**src/pkg/dram_host_pkg.sv**
```systemverilog
// timing constants and helpers for the asynchronous dram strobe controller
package dram_host_pkg;

	localparam int CLK_PERIOD_NS = 50;

	// cycles needed to cover a minimum time, never less than one
	function automatic logic [15:0] ns2cyc(input int ns);
		int c;
		c = (ns + CLK_PERIOD_NS - 1) / CLK_PERIOD_NS;
		if (c < 1) begin
			c = 1;
		end
		return 16'(c);
	endfunction

	// minimum pin-edge spacings in ns (plain defaults, adjust to the part)
	localparam int T_ASR_NS  = 10;  // row address setup before row strobe falls
	localparam int T_RCD_NS  = 40;  // row strobe low before column address goes out
	localparam int T_ASC_NS  = 10;  // column address / we / data setup before column strobe
	localparam int T_CAS_NS  = 30;  // column strobe low time
	localparam int T_CAC_NS  = 30;  // access delay from column strobe to data
	localparam int T_RAS_NS  = 100; // row strobe low time
	localparam int T_RP_NS   = 60;  // row strobe high time
	localparam int T_CPN_NS  = 20;  // column strobe high time
	localparam int T_CSR_NS  = 10;  // column strobe low before row strobe in refresh
	localparam int T_CHR_NS  = 30;  // column strobe hold after row strobe in refresh

	localparam logic [15:0] T_ASR_CYC = ns2cyc(T_ASR_NS);
	localparam logic [15:0] T_RCD_CYC = ns2cyc(T_RCD_NS);
	localparam logic [15:0] T_ASC_CYC = ns2cyc(T_ASC_NS);
	localparam logic [15:0] T_CAS_CYC = ns2cyc(T_CAS_NS);
	localparam logic [15:0] T_RAS_CYC = ns2cyc(T_RAS_NS);
	localparam logic [15:0] T_CSR_CYC = ns2cyc(T_CSR_NS);
	localparam logic [15:0] T_CHR_CYC = ns2cyc(T_CHR_NS);
	// in reads and writes the strobes rise together, so the precharge wait covers the longer of the two
	localparam logic [15:0] T_PRE_CYC = ns2cyc((T_RP_NS > T_CPN_NS) ? T_RP_NS : T_CPN_NS);

	// read data needs the access delay plus the input synchroniser depth
	localparam int          SYNC_STAGES = 3;
	localparam logic [15:0] RD_WAIT_CYC = ns2cyc(T_CAC_NS) + 16'(SYNC_STAGES);

	// refresh period and row count give the spacing of single-row refreshes
	localparam int REFRESH_PERIOD_NS    = 64000000;
	localparam int REFRESH_ROWS         = 512;
	localparam int REFRESH_INTERVAL_CYC = REFRESH_PERIOD_NS / REFRESH_ROWS / CLK_PERIOD_NS;

	// refresh scheme selected at the refreshMode port
	localparam logic REFRESH_ROW_ONLY     = 1'b0;
	localparam logic REFRESH_COLUMN_FIRST = 1'b1;

	typedef enum logic [3:0] {
		ST_IDLE      = 4'h0,
		ST_ROW_SET   = 4'h1,
		ST_RAS_LOW   = 4'h2,
		ST_COL_SET   = 4'h3,
		ST_CAS_LOW   = 4'h4,
		ST_RD_CAP    = 4'h5,
		ST_CF_CAS    = 4'h6,
		ST_CF_RAS    = 4'h7,
		ST_CF_CASUP  = 4'h8,
		ST_SLEEP     = 4'h9,
		ST_RELEASE   = 4'ha
	} ctrl_state_t;

endpackage

```
**src/hdl/dram_host_ctrl.sv**
```systemverilog
// host-side controller that drives an asynchronous dram through its strobes
`timescale 1ns/1ps

// Contract
// - row strobe opens every read, write and row-only refresh and stays low its minimum time.
// - write enable is settled before the column strobe falls and held.
// - row then column address share the same address pins.
// - read: row address set up, row strobe falls, held low long enough.
// - read: column address out, write enable high, column strobe falls, held.
// - every read or write ends with both strobes back high.
// - write: row address, column address, write enable low before column strobe.
// - write data is driven before the column strobe falls.
// - every row is refreshed within the refresh period.
// - refresh one row at a time, spread over the refresh period.
// - row-only refresh: row address, row strobe low, column high, then row up.
// - column-first: column low, write enable high, row low, column up, row up.
// - in column-first refresh the column strobe stays low its minimum time.
// - column strobe stays high its minimum time between assertions.
// - sleep refresh: column-first start, row strobe held low throughout sleep.
module dram_host_ctrl #(
	parameter int ROW_BITS             = 9,
	parameter int COL_BITS             = 9,
	parameter int DATA_BITS            = 8,
	parameter int REFRESH_INTERVAL_CYC = dram_host_pkg::REFRESH_INTERVAL_CYC
) (
	input  wire logic                         clk,
	input  wire logic                         reset,
	input  wire logic                         reqValid,
	output logic                              reqReady,
	input  wire logic                         reqWrite,
	input  wire logic [ROW_BITS+COL_BITS-1:0] reqAddr,
	input  wire logic [DATA_BITS-1:0]         reqWdata,
	output logic                              rspValid,
	output logic [DATA_BITS-1:0]              rspRdata,
	input  wire logic                         refreshMode,
	input  wire logic                         sleepReq,
	output logic                              sleepActive,
	output logic                              rasN,
	output logic                              casN,
	output logic                              weN,
	output logic                              oeN,
	output logic [ROW_BITS-1:0]               addrOut,
	output logic [DATA_BITS-1:0]              dqOut,
	output logic                              dqOeN,
	input  wire logic [DATA_BITS-1:0]         dqIn
);

	generate
		if (ROW_BITS < 1 || COL_BITS < 1 || COL_BITS > ROW_BITS || DATA_BITS < 1) begin : g_bad
			$error("dram_host_ctrl: need 1 <= COL_BITS <= ROW_BITS and DATA_BITS >= 1");
		end
	endgenerate

	typedef struct packed {
		dram_host_pkg::ctrl_state_t st;
		logic [15:0]                cnt;
		logic [15:0]                rasAge;
		logic                       isWrite;
		logic                       isRef;
		logic                       sleepMode;
		logic [COL_BITS-1:0]        col;
		logic [DATA_BITS-1:0]       wdata;
		logic                       refPend;
		logic [ROW_BITS-1:0]        refRow;
		logic                       sleepAct;
		logic                       rasN;
		logic                       casN;
		logic                       weN;
		logic                       oeN;
		logic                       dqOeN;
		logic [ROW_BITS-1:0]        addr;
		logic [DATA_BITS-1:0]       dqOut;
		logic                       rspValid;
		logic [DATA_BITS-1:0]       rspData;
		logic [DATA_BITS-1:0]       sync1;
		logic [DATA_BITS-1:0]       sync2;
		logic [DATA_BITS-1:0]       sync3;
	} ctrl_t;

	ctrl_t s_q;
	ctrl_t s_d;
	logic  refTick;

	// wait counter load so a state lasts exactly c cycles
	function automatic logic [15:0] ld(input logic [15:0] c);
		return c - 16'h0001;
	endfunction

	refresh_timer #(
		.INTERVAL_CYC (REFRESH_INTERVAL_CYC)
	) u_refresh_timer (
		.clk   (clk),
		.reset (reset),
		.tick  (refTick)
	);

	// new work only from idle, and never ahead of pending refresh or sleep
	assign reqReady = (s_q.st == dram_host_pkg::ST_IDLE) && !s_q.refPend && !sleepReq;

	always_comb begin
		s_d          = s_q;
		s_d.rspValid = 1'b0;
		// three-stage input sync; only stages two and three are compared
		s_d.sync1 = dqIn;
		s_d.sync2 = s_q.sync1;
		s_d.sync3 = s_q.sync2;
		if (s_q.cnt != 16'h0000) begin
			s_d.cnt = s_q.cnt - 16'h0001;
		end
		// row strobe low time, saturating
		if (!s_q.rasN && s_q.rasAge != 16'hffff) begin
			s_d.rasAge = s_q.rasAge + 16'h0001;
		end
		unique case (s_q.st)
			dram_host_pkg::ST_IDLE: begin
				if (sleepReq) begin
					s_d.sleepMode = 1'b1;
					s_d.casN      = 1'b0;
					s_d.weN       = 1'b1;
					s_d.st        = dram_host_pkg::ST_CF_CAS;
					s_d.cnt       = ld(dram_host_pkg::T_CSR_CYC);
				end else if (s_q.refPend) begin
					s_d.refPend   = 1'b0;
					s_d.isRef     = 1'b1;
					s_d.sleepMode = 1'b0;
					if (refreshMode == dram_host_pkg::REFRESH_ROW_ONLY) begin
						s_d.addr   = s_q.refRow;
						s_d.refRow = s_q.refRow + ROW_BITS'(1); // walk every row in turn
						s_d.st     = dram_host_pkg::ST_ROW_SET;
						s_d.cnt    = ld(dram_host_pkg::T_ASR_CYC);
					end else begin
						// device picks the row itself, address pins are don't-care
						s_d.casN = 1'b0;
						s_d.weN  = 1'b1;
						s_d.st   = dram_host_pkg::ST_CF_CAS;
						s_d.cnt  = ld(dram_host_pkg::T_CSR_CYC);
					end
				end else if (reqValid) begin
					s_d.isRef   = 1'b0;
					s_d.isWrite = reqWrite;
					s_d.col     = reqAddr[COL_BITS-1:0];
					s_d.wdata   = reqWdata;
					s_d.addr    = reqAddr[ROW_BITS+COL_BITS-1:COL_BITS]; // row first
					s_d.st      = dram_host_pkg::ST_ROW_SET;
					s_d.cnt     = ld(dram_host_pkg::T_ASR_CYC);
				end
			end
			dram_host_pkg::ST_ROW_SET: begin
				if (s_q.cnt == 16'h0000) begin
					s_d.rasN   = 1'b0; // row strobe opens the cycle
					s_d.rasAge = 16'h0000;
					s_d.st     = dram_host_pkg::ST_RAS_LOW;
					s_d.cnt    = ld(s_q.isRef ? dram_host_pkg::T_RAS_CYC
					                          : dram_host_pkg::T_RCD_CYC);
				end
			end
			dram_host_pkg::ST_RAS_LOW: begin
				if (s_q.cnt == 16'h0000) begin
					if (s_q.isRef) begin
						// row-only refresh done: column strobe never fell
						s_d.rasN = 1'b1;
						s_d.st   = dram_host_pkg::ST_RELEASE;
						s_d.cnt  = ld(dram_host_pkg::T_PRE_CYC);
					end else begin
						s_d.addr = ROW_BITS'(s_q.col);
						s_d.weN  = !s_q.isWrite; // set up ahead of the column edge
						if (s_q.isWrite) begin
							s_d.dqOut = s_q.wdata;
							s_d.dqOeN = 1'b0;
						end
						s_d.st  = dram_host_pkg::ST_COL_SET;
						s_d.cnt = ld(dram_host_pkg::T_ASC_CYC);
					end
				end
			end
			dram_host_pkg::ST_COL_SET: begin
				if (s_q.cnt == 16'h0000) begin
					s_d.casN = 1'b0;
					s_d.oeN  = s_q.isWrite; // device output only for reads
					s_d.st   = dram_host_pkg::ST_CAS_LOW;
					s_d.cnt  = ld(s_q.isWrite ? dram_host_pkg::T_CAS_CYC
					                          : dram_host_pkg::RD_WAIT_CYC);
				end
			end
			dram_host_pkg::ST_CAS_LOW: begin
				// we and data stay put until the strobes rise, covering hold
				if (s_q.cnt == 16'h0000 && s_q.rasAge >= dram_host_pkg::T_RAS_CYC) begin
					if (s_q.isWrite) begin
						s_d.st = dram_host_pkg::ST_RELEASE;
					end else begin
						s_d.st = dram_host_pkg::ST_RD_CAP;
					end
				end
			end
			dram_host_pkg::ST_RD_CAP: begin
				// take the bus only once two synchronised samples agree
				if (s_q.sync2 == s_q.sync3) begin
					s_d.rspData  = s_q.sync3;
					s_d.rspValid = 1'b1;
					s_d.st       = dram_host_pkg::ST_RELEASE;
				end
			end
			dram_host_pkg::ST_CF_CAS: begin
				if (s_q.cnt == 16'h0000) begin
					s_d.rasN   = 1'b0;
					s_d.rasAge = 16'h0000;
					s_d.st     = dram_host_pkg::ST_CF_RAS;
					s_d.cnt    = ld(dram_host_pkg::T_CHR_CYC);
				end
			end
			dram_host_pkg::ST_CF_RAS: begin
				if (s_q.cnt == 16'h0000) begin
					s_d.casN = 1'b1; // column held low setup plus hold
					s_d.st   = dram_host_pkg::ST_CF_CASUP;
				end
			end
			dram_host_pkg::ST_CF_CASUP: begin
				if (s_q.rasAge >= dram_host_pkg::T_RAS_CYC) begin
					if (s_q.sleepMode) begin
						s_d.sleepAct = 1'b1;
						s_d.st       = dram_host_pkg::ST_SLEEP;
					end else begin
						s_d.st = dram_host_pkg::ST_RELEASE;
					end
				end
			end
			dram_host_pkg::ST_SLEEP: begin
				// row strobe stays low; the device paces its own refresh
				if (!sleepReq) begin
					s_d.sleepAct  = 1'b0;
					s_d.sleepMode = 1'b0;
					s_d.st        = dram_host_pkg::ST_RELEASE;
				end
			end
			dram_host_pkg::ST_RELEASE: begin
				if (s_q.cnt == 16'h0000) begin
					s_d.st = dram_host_pkg::ST_IDLE;
				end
			end
			default: begin
				s_d.st = dram_host_pkg::ST_IDLE;
			end
		endcase
		// closing a cycle: both strobes high, bus released, precharge wait
		if (s_d.st == dram_host_pkg::ST_RELEASE && s_q.st != dram_host_pkg::ST_RELEASE) begin
			s_d.rasN  = 1'b1;
			s_d.casN  = 1'b1;
			s_d.weN   = 1'b1;
			s_d.oeN   = 1'b1;
			s_d.dqOeN = 1'b1;
			s_d.cnt   = ld(dram_host_pkg::T_PRE_CYC);
		end
		// a tick in the same cycle as the take still leaves one pending
		if (refTick) begin
			s_d.refPend = 1'b1;
		end
	end

	always_ff @(posedge clk) begin
		if (reset) begin
			s_q       <= '0;
			s_q.st    <= dram_host_pkg::ST_IDLE;
			s_q.rasN  <= 1'b1;
			s_q.casN  <= 1'b1;
			s_q.weN   <= 1'b1;
			s_q.oeN   <= 1'b1;
			s_q.dqOeN <= 1'b1;
		end else begin
			s_q <= s_d;
		end
	end

	assign rspValid    = s_q.rspValid;
	assign rspRdata    = s_q.rspData;
	assign sleepActive = s_q.sleepAct;
	assign rasN        = s_q.rasN;
	assign casN        = s_q.casN;
	assign weN         = s_q.weN;
	assign oeN         = s_q.oeN;
	assign addrOut     = s_q.addr;
	assign dqOut       = s_q.dqOut;
	assign dqOeN       = s_q.dqOeN;

endmodule

```
**src/hdl/refresh_timer.sv**
```systemverilog
// periodic tick that paces single-row refresh cycles
`timescale 1ns/1ps

module refresh_timer #(
	parameter int INTERVAL_CYC = dram_host_pkg::REFRESH_INTERVAL_CYC
) (
	input  wire logic clk,
	input  wire logic reset,
	output logic      tick
);

	generate
		if (INTERVAL_CYC < 2 || INTERVAL_CYC > 65535) begin : g_bad_interval
			$error("refresh_timer: INTERVAL_CYC out of range 2..65535");
		end
	endgenerate

	typedef struct packed {
		logic [15:0] cnt;
		logic        tick;
	} timer_state_t;

	timer_state_t s_q;
	timer_state_t s_d;

	// count down and pulse once per interval
	always_comb begin
		s_d      = s_q;
		s_d.tick = 1'b0;
		if (s_q.cnt == 16'h0000) begin
			s_d.cnt  = 16'(INTERVAL_CYC - 1);
			s_d.tick = 1'b1;
		end else begin
			s_d.cnt = s_q.cnt - 16'h0001;
		end
	end

	always_ff @(posedge clk) begin
		if (reset) begin
			s_q     <= '0;
			s_q.cnt <= 16'(INTERVAL_CYC - 1);
		end else begin
			s_q <= s_d;
		end
	end

	assign tick = s_q.tick;

endmodule

```
**config.mk**
```make
export PLATFORM = sky130hd
export DESIGN_NAME = dram_host_ctrl
export DESIGN_NICKNAME = d
export VERILOG_FILES = /design/src/pkg/dram_host_pkg.sv /design/src/hdl/dram_host_ctrl.sv /design/src/hdl/refresh_timer.sv
export SDC_FILE = /design/constraint.sdc
export NUM_CORES = 1
export LEC_CHECK = 0
export BUFFER_PORTS_ARGS = -buffer_cell sky130_fd_sc_hd__clkbuf_2
export CORE_ASPECT_RATIO = 1.5
export CORE_MARGIN = 2
export CORE_UTILIZATION = 58
export CTS_CLUSTER_SIZE = 20
export DETAILED_ROUTE_END_ITERATION = 12
export PLACE_DENSITY = 0.88
export SLEW_MARGIN = 20
export SYNTH_ARGS = -nofsm -noshare
export SYNTH_HDL_FRONTEND = slang
export SYNTH_SLANG_ARGS = --single-unit
```
**constraint.sdc**
```tcl
create_clock -name clk -period 3.1 [get_ports clk]
set_clock_uncertainty 0.2 [all_clocks]
set_input_delay 0.31 -clock clk [delete_from_list [all_inputs] [get_ports clk]]
set_output_delay 0.31 -clock clk [all_outputs]
set_load 0.005 [all_outputs]
```
## Word level (Yosys, flattened, before mapping)

Index checks and enable logic that the tools add are counted.

- Flip-flop bits (word level): 139
- Output and inout port bits: 33
- Logic and storage cells: 165

- Add/subtract/negate cells: 6
- Magnitude comparators: 1
- Equality and inequality tests: 29
- Muxes and demuxes: 61
- Bitwise gates (word level): 5
- Reductions and logical operators: 37

Operators with widths:

| cell | count |
|---|---|
| $mux W20 | 6 |
| $pmux W16 S5 | 1 |
| $mux W36 | 2 |
| $mux W9 | 7 |
| $pmux W4 S11 | 1 |
| $mux W17 | 2 |
| $logic_not A16 Y1 | 2 |
| $mux W16 | 2 |
| $pmux W16 S2 | 1 |
| $sub A16 B1 Y16 const B | 2 |
| $mux W4 | 7 |
| $mux W10 | 2 |
| $reduce_and A4 Y1 | 5 |
| $mux W19 | 1 |
| $ne A2 B2 Y1 const B | 9 |
| $pmux W9 S2 | 1 |
| $add A16 B1 Y16 const B | 1 |
| $eq A4 B3 Y1 const B | 4 |
| $eq A4 B4 Y1 const B | 4 |
| $ge A16 B2 Y1 const B | 1 |
| $mux W1 | 16 |
| $ne A16 B16 Y1 const B | 1 |
| $reduce_bool A16 Y1 | 1 |
| $ne A3 B3 Y1 const B | 4 |
| other kinds (24) | 56 |

## Logic depth before layout (Yosys ltp)

- Word-level depth: 9
- Mapped depth: 11

## Modules after synthesis

From an unflattened synthesis, not the netlist that was laid out.

- Cell total of the unflattened synthesis: 719
- Area total of the unflattened synthesis: 6283.5 µm²

By module, submodules not included:

| module | times used | cells an instance | area an instance (µm²) |
|---|---|---|---|
| dram_host_ctrl | 1 | 642 | 5552.8 |
| refresh_timer | 1 | 77 | 730.7 |

## Worst setup path after synthesis

No wires, ideal clock.

- Path type: register -> register
- Start: register s_q[102] (netlist bit)
- End: register s_q[105] (netlist bit)
- Library setup time: 116 ps
- Arrival: 2229 ps
- Required time: 2784 ps
- Path slack: 555 ps
- Stages on the path, launching flop included: 11
- Path buffers: 1
- Clock period less this slack: 2545 ps
- Path through: dfxtp_1 > inv_1 > ha_1 > nor3b_1 > and4_1 > inv_2 > or4_4 > a41oi_2 > a2bb2oi_4 > buf_6 > nor2_1

- Cells in the longest elaborated chain, start to end: 7
- Elaborated cells on any way between the ends: 20

RTL lines:

| element | RTL line | RTL |
|---|---|---|
| start, declared | dram_host_ctrl.sv:80 | `ctrl_t s_q;` |
| branches (longest 7 deep; another with $sub A16 B1 Y16) | - |  |

Parallel ways; which one is timed is not known.
A chain may end at the register's enable or synchronous reset.

## Worst setup path in the final report

- Start: register s_q[114] (netlist bit)
- End: register s_q (netlist bit dqOut[6])

- Cells in the longest elaborated chain, start to end: 2

RTL lines:

| element | RTL line | RTL |
|---|---|---|
| $logic_not A16 Y1 | dram_host_ctrl.sv:158 | `if (s_q.cnt == 16'h0000) begin` |
| $reduce_and A4 Y1 (no source line) | - |  |

No other way between the ends.

==> impl_results.html <==
<table>
<tr><th>Metric</th><th>Value</th></tr>
<tr><th colspan="2">Status</th></tr>
<tr><td>Status</td><td>complete, no violations</td></tr>
<tr><th colspan="2">Place</th></tr>
<tr><td>HPWL after detailed placement</td><td>between 10000 and 15000 um</td></tr>
<tr><td>Final weighted congestion in routability-driven placement</td><td>0.922</td></tr>
<tr><td>Worst slack, placed</td><td>between 0.2 and 0.25 ns</td></tr>
<tr><td>Count of input and output buffers</td><td>72</td></tr>
<tr><th colspan="2">Critical path</th></tr>
<tr><td>CP startpoint kind</td><td>flop</td></tr>
<tr><td>Type of element capturing the critical path</td><td>flop</td></tr>
<tr><td>R2R setup slack</td><td>0.24 ns</td></tr>
<tr><td>Required @ worst endpoint</td><td>roughly 3.2 ns</td></tr>
<tr><td>CP Buf/Inv Count</td><td>3</td></tr>
<tr><td>Slowest stage cell, crit path</td><td>sky130_fd_sc_hd__nor4_1</td></tr>
<tr><td>Critical Setup Path Class</td><td>reg -&gt; reg</td></tr>
<tr><td>Largest stage delay on the critical path</td><td>0.55 ns</td></tr>
<tr><td>Cell type group with the largest total delay on the critical path</td><td>simple AND/OR/NAND/NOR gates</td></tr>
<tr><td>Critical R2R Launch</td><td>s_q[114]$_SDFF_PP0_</td></tr>
<tr><td>Number of cells traversed by the worst register-to-register path</td><td>9</td></tr>
<tr><td>CP Cell Sequence</td><td>nor4_1 -&gt; and4_1 -&gt; inv_2 -&gt; buf_4 -&gt; o21ai_1 -&gt; and4_1 -&gt; buf_4 -&gt; mux2i_1 -&gt; nor2_1</td></tr>
<tr><td>Worst Path Arrival</td><td>between 2 and 3 ns</td></tr>
<tr><td>Reg2Reg Capture Point</td><td>dqOut[6]$_SDFFE_PP0P_</td></tr>
<tr><td>Maximum fanout along the worst path</td><td>9</td></tr>
<tr><th colspan="2">Timing</th></tr>
<tr><td>Worst relative slew slack</td><td>a little under half</td></tr>
<tr><td>RSZ-0062 raised after global routing</td><td>no</td></tr>
<tr><td>Final cycle utilization of the critical path</td><td>between 90% and 100%</td></tr>
<tr><td>Final Hold Violating Endpoints</td><td>0</td></tr>
<tr><td>Pins over their slew limit</td><td>0</td></tr>
<tr><td>Finish-stage setup viols</td><td>0</td></tr>
<tr><td>Transition time of the tightest slew-check pin</td><td>0.806 ns</td></tr>
<tr><td>Final Hold Slack</td><td>between 0.08 and 0.09 ns</td></tr>
<tr><td>FMAX</td><td>between 0.3 and 0.4 GHz</td></tr>
<tr><td>Final setup margin</td><td>roughly 0.24 ns</td></tr>
<tr><td>Final total negative setup slack</td><td>0 ns</td></tr>
<tr><td>Shortest period the worst path allows</td><td>2.86 ns</td></tr>
<tr><th colspan="2">Synth</th></tr>
<tr><td>Syn_area_per_cell</td><td>8.51 um^2</td></tr>
<tr><td>Synth Cell Area</td><td>roughly 0.0063 mm^2</td></tr>
<tr><td>Yosys warnings</td><td>0</td></tr>
<tr><td>Seq/Total Area, Yosys</td><td>between 40% and 50%</td></tr>
<tr><td>Synthesized instance count</td><td>approximately 740</td></tr>
<tr><td>Number of flops mapped to enable cells by yosys</td><td>0</td></tr>
<tr><td>Syn_nets</td><td>just under 800</td></tr>
<tr><td>Count of unique library cells instantiated by Yosys</td><td>between 50 and 60</td></tr>
<tr><td>Flip-flop and latch count after synthesis</td><td>between 100 and 150</td></tr>
<tr><td>Leading register cell type out of synthesis</td><td>sky130_fd_sc_hd__dfxtp_1</td></tr>
<tr><td>Async set or reset register ratio after synthesis</td><td>0%</td></tr>
<tr><th colspan="2">Worst hold path</th></tr>
<tr><td>Worst Hold Path EP</td><td>s_q[83]$_SDFFE_PP0P_</td></tr>
<tr><td>Min-Delay Path Class</td><td>in -&gt; reg</td></tr>
<tr><td>Start point of the worst hold path</td><td>sleepReq</td></tr>
<tr><td>Worst Hold Depth</td><td>3</td></tr>
<tr><th colspan="2">Global routing</th></tr>
<tr><td>Maximum number of pins on one net before global-route repair</td><td>84</td></tr>
<tr><td>Overall Global Routing Usage</td><td>27.8%</td></tr>
<tr><td>Wire length of the first global-routing pass</td><td>around 26000 um</td></tr>
<tr><td>Number of global-route vias before repair</td><td>~5600</td></tr>
<tr><td>Global route total overflow</td><td>0</td></tr>
<tr><td>Number of antenna violations at the first check in global routing</td><td>2</td></tr>
<tr><th colspan="2">Clocking</th></tr>
<tr><td>H-Tree Level Count</td><td>4</td></tr>
<tr><td>Number of clock buffers inserted by TritonCTS</td><td>17</td></tr>
<tr><td>CTS clk-pin slew, worst paths</td><td>0.06 ns</td></tr>
<tr><td>Clock root cell</td><td>sky130_fd_sc_hd__clkbuf_16</td></tr>
<tr><td>Number of sinks on the clock net</td><td>139</td></tr>
<tr><td>Latest clock arrival within the worst-skew pair</td><td>0.42 ns</td></tr>
<tr><td>Max Root-Sink Buffers</td><td>2</td></tr>
<tr><td>TritonCTS clock tree</td><td>done</td></tr>
<tr><th colspan="2">Drt</th></tr>
<tr><td>Count of vias placed by the detailed router</td><td>about 5700</td></tr>
<tr><td>TritonRoute pass-1 iters</td><td>6</td></tr>
<tr><td>Final antenna-violating net count</td><td>0</td></tr>
<tr><td>Detailed Route WL</td><td>15900 um</td></tr>
<tr><td>Average vias per placed instance</td><td>5.87</td></tr>
<tr><td>Iter 0 DRT Violations</td><td>between 600 and 700</td></tr>
<tr><td>Average detailed-routed wire length per instance</td><td>16.4 um</td></tr>
<tr><td>Residual DRC</td><td>0</td></tr>
<tr><th colspan="2">Final layout</th></tr>
<tr><td>Sequential cell area</td><td>0.00278 mm^2</td></tr>
<tr><td>Footprint of the multi-input gates</td><td>approximately 0.0031 mm^2</td></tr>
<tr><td>Area growth, synth to finish</td><td>20.0%</td></tr>
<tr><td>Fraction of layout cells with a size suffix above 1</td><td>15.6%</td></tr>
<tr><td>Number of fill cells</td><td>710</td></tr>
<tr><td>Total number of nets in the final design</td><td>854</td></tr>
<tr><th colspan="2">Floorplanning</th></tr>
<tr><td>Core Footprint</td><td>0.0105 mm^2</td></tr>
<tr><td>Total Die Area</td><td>~0.012 mm^2</td></tr>
<tr><td>Vert. Die Dim</td><td>131 um</td></tr>
<tr><td>Chip Width</td><td>88.8 um</td></tr>
<tr><td>Ports placed on the boundary</td><td>73</td></tr>
<tr><td>Starting utilization of the core area</td><td>59.4%</td></tr>
<tr><td>Row count</td><td>46</td></tr>
<tr><th colspan="2">Power</th></tr>
<tr><td>Peak supply drop</td><td>0.513 mV</td></tr>
<tr><td>Static Leakage</td><td>3.02 nW</td></tr>
<tr><td>Power per Cell Area</td><td>821 mW/mm^2</td></tr>
<tr><th colspan="2">Run</th></tr>
<tr><td>Max capacitance violation total</td><td>0</td></tr>
</table>
[Yosys cell counts (2+ instances only)]
cell / instances / share of area (%)
sky130_fd_sc_hd__a211o_1: 2 / 0.28
sky130_fd_sc_hd__a211oi_1: 13 / 1.6
sky130_fd_sc_hd__a21o_1: 2 / 0.24
sky130_fd_sc_hd__a21oi_1: 51 / 4.1
sky130_fd_sc_hd__a31oi_1: 3 / 0.30
sky130_fd_sc_hd__a41oi_1: 7 / 0.98
sky130_fd_sc_hd__and3_1: 5 / 0.50
sky130_fd_sc_hd__and4_1: 5 / 0.70
sky130_fd_sc_hd__buf_1: 4 / 0.24
sky130_fd_sc_hd__buf_2: 3 / 0.24
sky130_fd_sc_hd__buf_4: 25 / 3.0
sky130_fd_sc_hd__clkbuf_1: 26 / 1.6
sky130_fd_sc_hd__dfxtp_1: 139 / 44
sky130_fd_sc_hd__ha_1: 6 / 1.2
sky130_fd_sc_hd__inv_1: 12 / 0.72
sky130_fd_sc_hd__mux2i_1: 29 / 4.6
sky130_fd_sc_hd__nand2_1: 82 / 4.9
sky130_fd_sc_hd__nand2b_1: 8 / 0.80
sky130_fd_sc_hd__nand3_1: 23 / 1.8
sky130_fd_sc_hd__nand3b_1: 3 / 0.36
sky130_fd_sc_hd__nand4_1: 9 / 0.90
sky130_fd_sc_hd__nor2_1: 114 / 6.8
sky130_fd_sc_hd__nor2b_1: 24 / 2.4
sky130_fd_sc_hd__nor3_1: 18 / 1.4
sky130_fd_sc_hd__nor3b_1: 5 / 0.60
sky130_fd_sc_hd__nor4_1: 10 / 1.0
sky130_fd_sc_hd__o21ai_0: 16 / 1.3
sky130_fd_sc_hd__o21bai_1: 3 / 0.36
sky130_fd_sc_hd__o41ai_1: 2 / 0.28
sky130_fd_sc_hd__or2_2: 2 / 0.20
sky130_fd_sc_hd__or3_1: 7 / 0.70
sky130_fd_sc_hd__or4_1: 6 / 0.72
sky130_fd_sc_hd__xnor2_1: 26 / 3.6
sky130_fd_sc_hd__xor2_1: 22 / 3.1
[how the worst max path moves through the flow]
| stage | depth (start not counted) | slack, ns | end | start |
|---|---|---|---|---|
| after floorplan | 10 | 0.55 | s_q[105]$_SDFF_PP0_ | s_q[102]$_SDFF_PP0_ |
| after detailed placement | 9 | 0.21 | s_q[110]$_SDFF_PP0_ | s_q[102]$_SDFF_PP0_ |
| after global placement | 9 | 0.35 | weN$_SDFFE_PP1P_ | s_q[102]$_SDFF_PP0_ |
| final | 9 | 0.24 | dqOut[6]$_SDFFE_PP0P_ | s_q[114]$_SDFF_PP0_ |
| after CTS | 9 | 0.13 | weN$_SDFFE_PP1P_ | s_q[102]$_SDFF_PP0_ |
| after global routing | 11 | 0.09 | dqOut[6]$_SDFFE_PP0P_ | s_q[102]$_SDFF_PP0_ |
[worst register-to-register path: stages, from the launching register on]
cell,delay (ns)
sky130_fd_sc_hd__dfxtp_1,0.33
sky130_fd_sc_hd__nor4_1,0.55
sky130_fd_sc_hd__and4_1,0.32
sky130_fd_sc_hd__inv_2,0.10
sky130_fd_sc_hd__buf_4,0.18
sky130_fd_sc_hd__o21ai_1,0.22
sky130_fd_sc_hd__and4_1,0.29
sky130_fd_sc_hd__buf_4,0.23
sky130_fd_sc_hd__mux2i_1,0.24
sky130_fd_sc_hd__nor2_1,0.05
[state kept, by name, indices dropped and copies added (netlist names)]
| register | count |
|---|---|
| u_refresh_timer.tick | 1 |
| oeN | 1 |
| rasN | 1 |
| s_d | 16 |
| rspValid | 1 |
| addrOut | 9 |
| casN | 1 |
| dqOeN | 1 |
| u_refresh_timer.s_q | 16 |
| sleepActive | 1 |
| rspRdata | 8 |
| dqOut | 8 |
| weN | 1 |
| s_q | 74 |
[final cells by class]
class,instances,area share [%]
Antenna cell,2,0.0667
Clock buffer,19,6.04
Clock inverter,11,2.58
Inverter,14,0.700
Multi-Input combinational cell,523,41.2
Sequential cell,139,37.1
Tap cell,144,2.40
Timing Repair Buffer,113,9.94
[what timing repair did]
| item | 4_1_cts | 5_1_grt |
|---|---|---|
| buffers inserted | 0 | 1 |
| hold buffers | 26 | 0 |
| resized for setup | 0 | 1 |
| hold endpoints to repair | 26 | 0 |
| setup endpoints to repair | 0 | 17 |
[per-layer routing]
metal	vias up	track usage, %	share of wire (%)
met4	0	16.8	6.1
met3	92	7.22	5.5
met2	269	46.9	51
met1	2652	30.1	37
li1	2650	-	-
met5	-	0	0
[kinds of logic (layout without fill, tap and decap cells)]
family          Yosys count  count (layout)  synth area share [%]
buf+inv                  73             157                  6.06
compound gates          109             109                  11.1
flops                   139             139                  44.5
xor+xnor                 48              48                  6.72
simple gates            331             331                  25.8
other cells               0               2                     0
mux                      29              29                  4.64
fa+ha+maj                 6               6                  1.20
[power breakdown]
group          total [W]  internal (W)  switching, W  leakage [nW]
Clock            0.00221       0.00146      0.000754         0.315
Sequential       0.00213       0.00196      0.000171          1.13
Combinational    0.00181      0.000721       0.00109          1.57
[layout by cell type, fill, tap and decap left out, types with 9 or more instances in the layout]
cell	n
sky130_fd_sc_hd__xnor2_1	26
sky130_fd_sc_hd__dlygate4sd3_1	26
sky130_fd_sc_hd__nor3_1	18
sky130_fd_sc_hd__nand4_1	9
sky130_fd_sc_hd__nand3_1	23
sky130_fd_sc_hd__a21oi_1	51
sky130_fd_sc_hd__nor4_1	10
sky130_fd_sc_hd__o21ai_0	15
sky130_fd_sc_hd__clkbuf_2	72
sky130_fd_sc_hd__inv_1	12
sky130_fd_sc_hd__clkbuf_16	17
sky130_fd_sc_hd__nor2_1	114
sky130_fd_sc_hd__nand2_1	82
sky130_fd_sc_hd__dfxtp_1	139
sky130_fd_sc_hd__nor2b_1	24
sky130_fd_sc_hd__xor2_1	22
sky130_fd_sc_hd__buf_4	14
sky130_fd_sc_hd__a211oi_1	13
sky130_fd_sc_hd__mux2i_1	29
[metrics by stage]
step,cell area [um^2],utilization (%),power (W),std cells
finish,7500,71.3,0.00616,965
global route,7500,71.3,0.00642,965
CTS,7480,71.0,0.00609,962
detailed placement,6570,62.4,0.00385,906
global placement,6570,62.4,0.00378,906
floorplan,6250,-,0.00342,735
(Power assumes the default switching activity.)
